## src/logic/oscctl_defines.svh

```systemverilog
/*
  Register addresses, field positions, mode codes and timing counts for the oscillator control block.
  Assumes it is included by bare name into the package and the design modules.
*/
`ifndef OSCCTL_DEFINES_SVH
`define OSCCTL_DEFINES_SVH

// ************************************************
// Register addresses on the special function bus
// ************************************************
`define OSC_ADDR_EXT_CTRL 8'hB1
`define OSC_ADDR_INT_CTRL 8'hB2
`define OSC_ADDR_INT_CAL 8'hB3

// ************************************************
// Field positions
// ************************************************
`define OSC_INT_ON_BIT 7
`define OSC_INT_RDY_BIT 6
`define OSC_DITHER_BIT 7
`define OSC_EXT_VALID_BIT 7
`define OSC_EXT_RSVD_BIT 3

// ************************************************
// Reset values
// ************************************************
`define OSC_EXT_CTRL_RST 8'h00
`define OSC_INT_RSVD_RST 6'h00
`define OSC_TRIM_DEFAULT 7'h40

// ************************************************
// External mode codes
// ************************************************
`define OSC_MODE_OFF0 3'h0
`define OSC_MODE_OFF1 3'h1
`define OSC_MODE_CMOS 3'h2
`define OSC_MODE_CMOS_DIV2 3'h3
`define OSC_MODE_RC 3'h4
`define OSC_MODE_CAP 3'h5
`define OSC_MODE_XTAL 3'h6
`define OSC_MODE_XTAL_DIV2 3'h7

// ************************************************
// Timing: settle time in ns at 20 ns per clock
// ************************************************
`define OSC_CLK_NS 20
`define OSC_INT_SETTLE_NS 200
`define OSC_INT_SETTLE_CYC (`OSC_INT_SETTLE_NS / `OSC_CLK_NS)
`define OSC_CNT_W 4
`define OSC_CNT_ZERO 4'h0
`define OSC_CNT_ONE 4'h1

`endif

```

## src/logic/oscctl_pkg.sv

```systemverilog
/*
  Types shared by the oscillator control block.
  Assumes oscctl_defines.svh is on the include path.
*/
`include "oscctl_defines.svh"

package oscctl_pkg;

  // Bus access from the core, one register per address.
  typedef struct packed {
    logic wrEn;
    logic rdEn;
    logic [7:0] addr;
    logic [7:0] wrData;
  } oscctl_bus_s;

  // Settings driven to the analog oscillators.
  typedef struct packed {
    logic intOscOn;
    logic ditherEnable;
    logic [6:0] intTrimCode;
    logic [2:0] extOscModeSel;
    logic [2:0] extBiasLevel;
    logic extDivide2;
  } oscctl_ana_s;

  typedef enum logic [1:0] {
    OSC_OFF,
    OSC_SETTLE,
    OSC_READY
  } oscctl_int_e;

  // Watcher state: phase, settle counter, ready flag and the trim code last seen.
  typedef struct packed {
    oscctl_int_e phase;
    logic [`OSC_CNT_W-1:0] cnt;
    logic ready;
    logic [6:0] trimSeen;
  } oscctl_watch_s;

endpackage

```

## src/logic/oscctl_top.sv

```systemverilog
/*
  Oscillator control registers: internal oscillator control and calibration, external oscillator control.
  Assumes a synchronous special function bus from the core and a stable flag from the external detector.
*/
`timescale 1ns/1ps
`include "oscctl_defines.svh"

// Behaviour
// - Internal control bit 7 turns the internal oscillator on when one, and it resets to zero.
// - Internal control bit 6 reads one only while the internal oscillator runs at its programmed frequency.
// - Calibration bit 7 switches spread-spectrum dithering on when one, and it resets to zero.
// - A larger seven-bit trim code lowers the internal frequency, a smaller one raises it.
// - Each trim step moves the internal frequency by about one percent.
// - The trim code loads the factory value one edge after reset release, giving the nominal internal frequency.
// - The external valid flag reads zero in either CMOS clock mode, except for one cycle after that mode is written.
// - In other modes the external valid flag is one only while the external oscillator runs stable.
// - Mode codes 00x disable the external circuit, 010 picks CMOS input and 011 CMOS input halved.
// - Mode code 100 picks RC, 101 capacitor and 110 crystal operation.
// - Mode code 111 picks crystal halved, and the mode field resets to zero.
// - External control bit 3 reads zero and software writes it zero.
// - The three-bit bias field in bits 2 to 0 takes all eight codes and resets to zero.
module oscctl_top (
  // Clock and reset.
  input wire logic clk,
  input wire logic rst,
  // Special function bus.
  input wire oscctl_pkg::oscctl_bus_s bus,
  output logic [7:0] rdData,
  // External oscillator detector and factory trim strap.
  input wire logic extStable,
  input wire logic [6:0] factoryTrim,
  // Oscillator controls.
  output oscctl_pkg::oscctl_ana_s ana
);

  typedef struct packed {
    logic intOscOn;
    logic [5:0] intRsvd;
    logic ditherEnable;
    logic [6:0] intTrimCode;
    logic [2:0] extOscModeSel;
    logic [2:0] extBiasLevel;
    logic extOscValid;
    logic trimLoaded;
    logic [7:0] rdData;
    oscctl_pkg::oscctl_ana_s ana;
  } oscctl_regs_s;

  oscctl_regs_s regs_r;
  oscctl_regs_s regs_nxt;
  logic intFreqReady;

  // Modes in which the valid flag ignores the external detector.
  function automatic logic isCmos(input logic [2:0] m);
    isCmos = (m == `OSC_MODE_CMOS) || (m == `OSC_MODE_CMOS_DIV2);
  endfunction

  // Modes in which the external circuit is off.
  function automatic logic isOff(input logic [2:0] m);
    isOff = (m == `OSC_MODE_OFF0) || (m == `OSC_MODE_OFF1);
  endfunction

  // ************************************************
  // Internal oscillator readiness
  // ************************************************
  // Fed from the next register values: readiness then falls on the same edge that
  // disables or retrims the oscillator, so a read never sees a stale ready bit.
  oscctl_int_watch uWatch (
    .clk(clk),
    .rst(rst),
    .enable(regs_nxt.intOscOn),
    .trimCode(regs_nxt.intTrimCode),
    .ready(intFreqReady)
  );

  // ************************************************
  // Register file
  // ************************************************
  // Writes, read mux and oscillator settings; every output is registered.
  always_comb begin
    regs_nxt = regs_r;
    // The factory trim is a strap, so it is caught one edge after reset release.
    if (!regs_r.trimLoaded) begin
      regs_nxt.intTrimCode = factoryTrim;
      regs_nxt.trimLoaded = 1'b1;
    end
    if (bus.wrEn) begin
      case (bus.addr)
        `OSC_ADDR_INT_CTRL: begin
          regs_nxt.intOscOn = bus.wrData[`OSC_INT_ON_BIT];
          regs_nxt.intRsvd = bus.wrData[5:0];
        end
        `OSC_ADDR_INT_CAL: begin
          regs_nxt.ditherEnable = bus.wrData[`OSC_DITHER_BIT];
          regs_nxt.intTrimCode = bus.wrData[6:0];
          regs_nxt.trimLoaded = 1'b1;
        end
        `OSC_ADDR_EXT_CTRL: begin
          regs_nxt.extOscModeSel = bus.wrData[6:4];
          regs_nxt.extBiasLevel = bus.wrData[2:0];
        end
        default: begin
        end
      endcase
    end
    // Valid only when a non-CMOS circuit runs and the detector agrees.
    regs_nxt.extOscValid = extStable && !isCmos(regs_r.extOscModeSel) && !isOff(regs_r.extOscModeSel);
    case (bus.addr)
      `OSC_ADDR_INT_CTRL: regs_nxt.rdData = {regs_r.intOscOn, intFreqReady, regs_r.intRsvd};
      `OSC_ADDR_INT_CAL: regs_nxt.rdData = {regs_r.ditherEnable, regs_r.intTrimCode};
      `OSC_ADDR_EXT_CTRL: regs_nxt.rdData = {regs_r.extOscValid, regs_r.extOscModeSel, 1'b0,
        regs_r.extBiasLevel};
      default: regs_nxt.rdData = 8'h00;
    endcase
    if (!bus.rdEn) begin
      regs_nxt.rdData = 8'h00;
    end
    // Analog settings follow the committed registers; a trim step is about one percent.
    regs_nxt.ana.intOscOn = regs_nxt.intOscOn;
    regs_nxt.ana.ditherEnable = regs_nxt.ditherEnable;
    regs_nxt.ana.intTrimCode = regs_nxt.intTrimCode;
    regs_nxt.ana.extOscModeSel = isOff(regs_nxt.extOscModeSel) ? `OSC_MODE_OFF0 : regs_nxt.extOscModeSel;
    regs_nxt.ana.extBiasLevel = regs_nxt.extBiasLevel;
    regs_nxt.ana.extDivide2 = (regs_nxt.extOscModeSel == `OSC_MODE_CMOS_DIV2) ||
      (regs_nxt.extOscModeSel == `OSC_MODE_XTAL_DIV2);
  end

  // Single state register; reset values are constants only.
  always_ff @(posedge clk or posedge rst) begin
    if (rst) begin
      regs_r <= '0;
      regs_r.intTrimCode <= `OSC_TRIM_DEFAULT;
      regs_r.ana.intTrimCode <= `OSC_TRIM_DEFAULT;
    end else begin
      regs_r <= regs_nxt;
    end
  end

  assign rdData = regs_r.rdData;
  assign ana = regs_r.ana;
endmodule

```

## src/logic/oscctl_int_watch.sv

```systemverilog
/*
  Tracks whether the internal oscillator runs at its programmed frequency.
  Assumes enable and trim are the next values of registers in the same clock domain,
  so a change is seen on the very edge that commits it.
*/
`timescale 1ns/1ps
`include "oscctl_defines.svh"

module oscctl_int_watch (
  // Clock and reset.
  input wire logic clk,
  input wire logic rst,
  // Settings.
  input wire logic enable,
  input wire logic [6:0] trimCode,
  // Status.
  output logic ready
);

  oscctl_pkg::oscctl_watch_s state_r;
  oscctl_pkg::oscctl_watch_s state_nxt;

  // A trim change in the ready phase re-tunes the oscillator, so readiness is lost until it settles again.
  always_comb begin
    state_nxt = state_r;
    case (state_r.phase)
      oscctl_pkg::OSC_OFF: begin
        if (enable) begin
          state_nxt.phase = oscctl_pkg::OSC_SETTLE;
          state_nxt.cnt = `OSC_CNT_W'(`OSC_INT_SETTLE_CYC);
        end
      end
      oscctl_pkg::OSC_SETTLE: begin
        if (state_r.cnt == `OSC_CNT_ONE) begin
          state_nxt.phase = oscctl_pkg::OSC_READY;
        end
        state_nxt.cnt = state_r.cnt - `OSC_CNT_ONE;
      end
      oscctl_pkg::OSC_READY: begin
        if (trimCode != state_r.trimSeen) begin
          state_nxt.phase = oscctl_pkg::OSC_SETTLE;
          state_nxt.cnt = `OSC_CNT_W'(`OSC_INT_SETTLE_CYC);
        end
      end
      default: begin
        state_nxt.phase = oscctl_pkg::OSC_OFF;
      end
    endcase
    if (!enable) begin
      state_nxt.phase = oscctl_pkg::OSC_OFF;
      state_nxt.cnt = `OSC_CNT_ZERO;
    end
    state_nxt.ready = (state_nxt.phase == oscctl_pkg::OSC_READY) && (trimCode == state_r.trimSeen);
    state_nxt.trimSeen = trimCode;
  end

  // Single state register, trim copy included; reset values are constants only.
  always_ff @(posedge clk or posedge rst) begin
    if (rst) begin
      state_r <= '{phase: oscctl_pkg::OSC_OFF, cnt: `OSC_CNT_ZERO, ready: 1'b0, trimSeen: `OSC_TRIM_DEFAULT};
    end else begin
      state_r <= state_nxt;
    end
  end

  assign ready = state_r.ready;

endmodule

```

## config.mk

```make
export PLATFORM = sky130hd
export DESIGN_NAME = oscctl_top
export DESIGN_NICKNAME = d
export VERILOG_FILES = /design/src/logic/oscctl_pkg.sv /design/src/logic/oscctl_top.sv /design/src/logic/oscctl_int_watch.sv
export VERILOG_INCLUDE_DIRS = /design/src /design/src/logic
export SDC_FILE = /design/constraint.sdc
export NUM_CORES = 1
export LEC_CHECK = 0
export ABC_AREA = 0
export ABC_CLOCK_PERIOD_IN_PS = 2100
export BUFFER_PORTS_ARGS = -buffer_cell sky130_fd_sc_hd__buf_2
export CAP_MARGIN = 20
export CORE_UTILIZATION = 30
export CTS_CLUSTER_DIAMETER = 40
export DETAILED_ROUTE_END_ITERATION = 12
export GPL_TIMING_DRIVEN = 1
export MAX_ROUTING_LAYER = met4
export PLACE_DENSITY = 0.56
export SLEW_MARGIN = 20
export SYNTH_ARGS = -nofsm -noshare
export SYNTH_HDL_FRONTEND = slang
export SYNTH_HIERARCHICAL = 1
export SYNTH_SLANG_ARGS = --single-unit
```

## constraint.sdc

```tcl
create_clock -name clk -period 2.1 [get_ports clk]
set_clock_uncertainty 0.15 [all_clocks]
set_input_delay 0.105 -clock clk [delete_from_list [all_inputs] [get_ports clk]]
set_output_delay 0.105 -clock clk [all_outputs]
set_load 0.05 [all_outputs]
```

==> flow_summary.json <==
{
  "layout.cells.most_common": "buf_2",
  "p_leak_nw": 1.534,
  "io_buffers": 51,
  "clk_pin_slew_worst_paths_ns": 0.09,
  "power_mw": 2.092,
  "core-area_um2": 7848,
  "initial_core_util_pct": 31.43,
  "syn-num-nets": 237,
  "ys_seq_elements": 48,
  "p_switching_mw": 0.5723,
  "dp_cells": 350,
  "required_ns": 2.15,
  "fillers": 783,
  "routed_wl_um": 5317,
  "violations": "negative setup slack",
  "fmaxAchievable_mhz": 427.1,
  "synth.yosys.seq_area_share_pct": 48.81,
  "rsz0062_at_grt": "true",
  "syn2layout_area_growth_pct": 27.90,
  "die_area_um2": 8587,
  "wire_per_inst_um": 14.37,
  "combPwrFrac_pct": 19.0,
  "pwr-share-seq_pct": 48.0,
  "cp-end-kind": "register",
  "p_int_mw": 1.520,
  "route.antenna.remaining_nets": 0,
  "startpoint_type": "register",
  "power_density_nw_per_um2": 663.2,
  "nets": 301,
  "fin_tns_setup_ns": -1.234,
  "root_buffer": "clkbuf_8",
  "clk-insertion-delay-late_ns": 0.30,
  "dpl_worst_slack_ns": -0.5700,
  "fin_crit_sh_pct": 111.5,
  "min_path_type": "input port to register",
  "setup_violations": 7,
  "ys_warn_count": 6,
  "overflow": 0,
  "grt_pass1_vias": 1740,
  "num_antenna_cells": 0,
  "fp.dieW_um": 92.67,
  "slew_headroom_pct": 63.00,
  "io_pins": 52,
  "pwr-share-clk_pct": 32.9,
  "std_cell_rows": 32,
  "vias_per_cell": 4.459,
  "ir_drop_v": 0.0002984,
  "critPathArrivalTime_ns": 2.39,
  "drtIter0Drc": 53,
  "grt_pass1_wl_um": 8776,
  "hpwlAfterDp_um": 3896,
  "grt.total_usage_pct": 13.67,
  "netSwitchingFraction_pct": 27.36,
  "cts_tree": "built",
  "firstDrtPassIters": 4,
  "fp.dieH_um": 92.67,
  "fin_cells": 370,
  "syn_avg_cell_area_um2": 12.15,
  "antenna_found_initial": 0,
  "crit_path_max_fanout": 5,
  "place.gp.congestion": 0.8061,
  "synthCells": 203,
  "worst_pin_slew_ns": 0.5543,
  "cts_made_buffers": 5,
  "crit_type": "register to register",
  "num_vias": 1650,
  "drcViolationCount": 0,
  "hold_ws_ns": 0.08396,
  "layout_common_cells": "51 x buf_2, 45 x dfrtp_1, 33 x mux2_2",
  "final-hold-violation-count": 0,
  "cts_buffer_depth": 2,
  "htree_num_levels": 2,
  "fin_crit_ns": 2.341,
  "setup_ws_ns": -0.2414,
  "cts_sinks": 48,
  "max_cap_violations": 0,
  "status": "complete, but fails checks",
  "grt_max_degree": 35,
  "synth.distinct_cells": 40,
  "drive_gt1_share_pct": 52.24,
  "netlist_area_um2": 2466,
  "slew_viol_final": 0
}
sequential cells by signal (all words and copies together) (netlist names):
| register | cells |
|---|---|
| uWatch/ready | 1 |
| regs_r | 10 |
| rdData | 8 |
| uWatch/state_r | 13 |
| ana | 16 |
area by class of cell:
cell class,instances,area (um2),share of cell area (%)
Clock inverter,3,46.29,1.468
Inverter,7,26.28,0.8330
Sequential cell,48,1205,38.20
Timing Repair Buffer,88,584.3,18.52
Clock buffer,5,68.82,2.182
Multi-Input combinational cell,117,1096,34.75
Tap cell,102,127.6,4.046
kinds of logic after synthesis:
kind of cell               synth area share [%]
AOI/OAI and AO/OA                         6.748
xor gates and xnor gates                  2.841
adders and majority gates                 3.044
buffers and inverters                     10.10
DFF                                       48.81
muxes                                     18.47
other                                    0.1521
and+or+nand+nor                           9.844
critical path: stages, from the launching register on:
cell	delay, ns
dfrtp_2	0.43
buf_6	0.12
mux2_2	0.32
mux2_4	0.29
xnor2_2	0.18
nand3_2	0.11
o31a_1	0.36
a211o_1	0.27
synthesized netlist by cell type:
master     number  share of area [%]
dfrtp_1        46                 47
mux2_2         36                 16
buf_4          24                7.3
nor2_1         13                2.0
nand2_1        10                1.5
a22oi_1         7                2.1
inv_1           7                1.1
xnor2_1         7                2.5
ha_1            6                3.0
mux2i_1         5                2.0
clkbuf_1        4               0.61
nand3_1         3               0.61
a211o_1         2               0.71
a21o_1          2               0.61
buf_6           2               0.91
dfstp_2         2                2.1
nand4_1         2               0.51
nor3_1          2               0.41
o21ai_0         2               0.41
a2111oi_2       1               0.61
a21bo_2         1               0.41
a221oi_1        1               0.36
and2_1          1               0.25
clkbuf_2        1               0.20
conb_1          1               0.15
nand2b_1        1               0.25
nand3b_1        1               0.30
nor2b_1         1               0.25
nor3_4          1               0.66
nor3b_1         1               0.30
nor3b_4         1               0.76
nor4b_4         1               0.96
o211a_1         1               0.41
o21a_1          1               0.30
o221a_1         1               0.46
o31a_1          1               0.36
or2_1           1               0.25
or2_2           1               0.25
or4b_4          1               0.56
xor2_1          1               0.36
layer usage:
layer	vias up	track usage, %	routed length, um
li1	800	-	-
met1	797	16.60	2385
met4	0	3.462	65
met3	8	3.038	229
met5	-	-	0
met2	45	23.09	2637
power by group through the flow:
stage / logic [mW] / registers (mW) / clock network [mW]
after floorplan: 0.254 / 1.01 / 0
after CTS: 0.387 / 1.00 / 0.710
final: 0.398 / 1.00 / 0.689
after detailed placement: 0.353 / 1.02 / 0
after global placement: 0.352 / 1.02 / 0
after global routing: 0.430 / 1.01 / 0.740
path summary, 6_finish.rpt:
path	cells past startpoint	start	slack (ns)	endpoint
worst max register to register	7	regs_r[24]$_DFF_PP0_	-0.24	uWatch/state_r[10]$_DFFE_PP0P_
min in group asynchronous	3	rst	0.24	uWatch/ready$_DFF_PP0_
worst min register to register	1	regs_r[44]$_DFFE_PP0P_	0.37	regs_r[44]$_DFFE_PP0P_
max in group asynchronous	4	rst	1.15	regs_r[24]$_DFF_PP0_
worst min-delay path	3	factoryTrim[3]	0.08	ana[10]$_DFF_PP0_
worst max-delay path	7	regs_r[24]$_DFF_PP0_	-0.24	uWatch/state_r[10]$_DFFE_PP0P_
through the flow:
step | instance area [um2] | utilization, %
4_1_cts | 3117 | 39.72
3_5_place_dp | 2826 | 36.02
6_report | 3154 | 40.19
2_1_floorplan | 2466 | -
5_1_grt | 3154 | 40.19
3_3_place_gp | 2826 | 36.02
what timing repair did:
| action | CTS | global route |
|---|---|---|
| endpoints found under the hold margin | 65 | 0 |
| setup endpoints to repair | 7 | 7 |
| pin swaps | 1 | 2 |
| setup buffers | 0 | 1 |
| gates resized for setup | 11 | 6 |
| hold buffers | 11 | 0 |
Power figures use the tool's default switching activity.
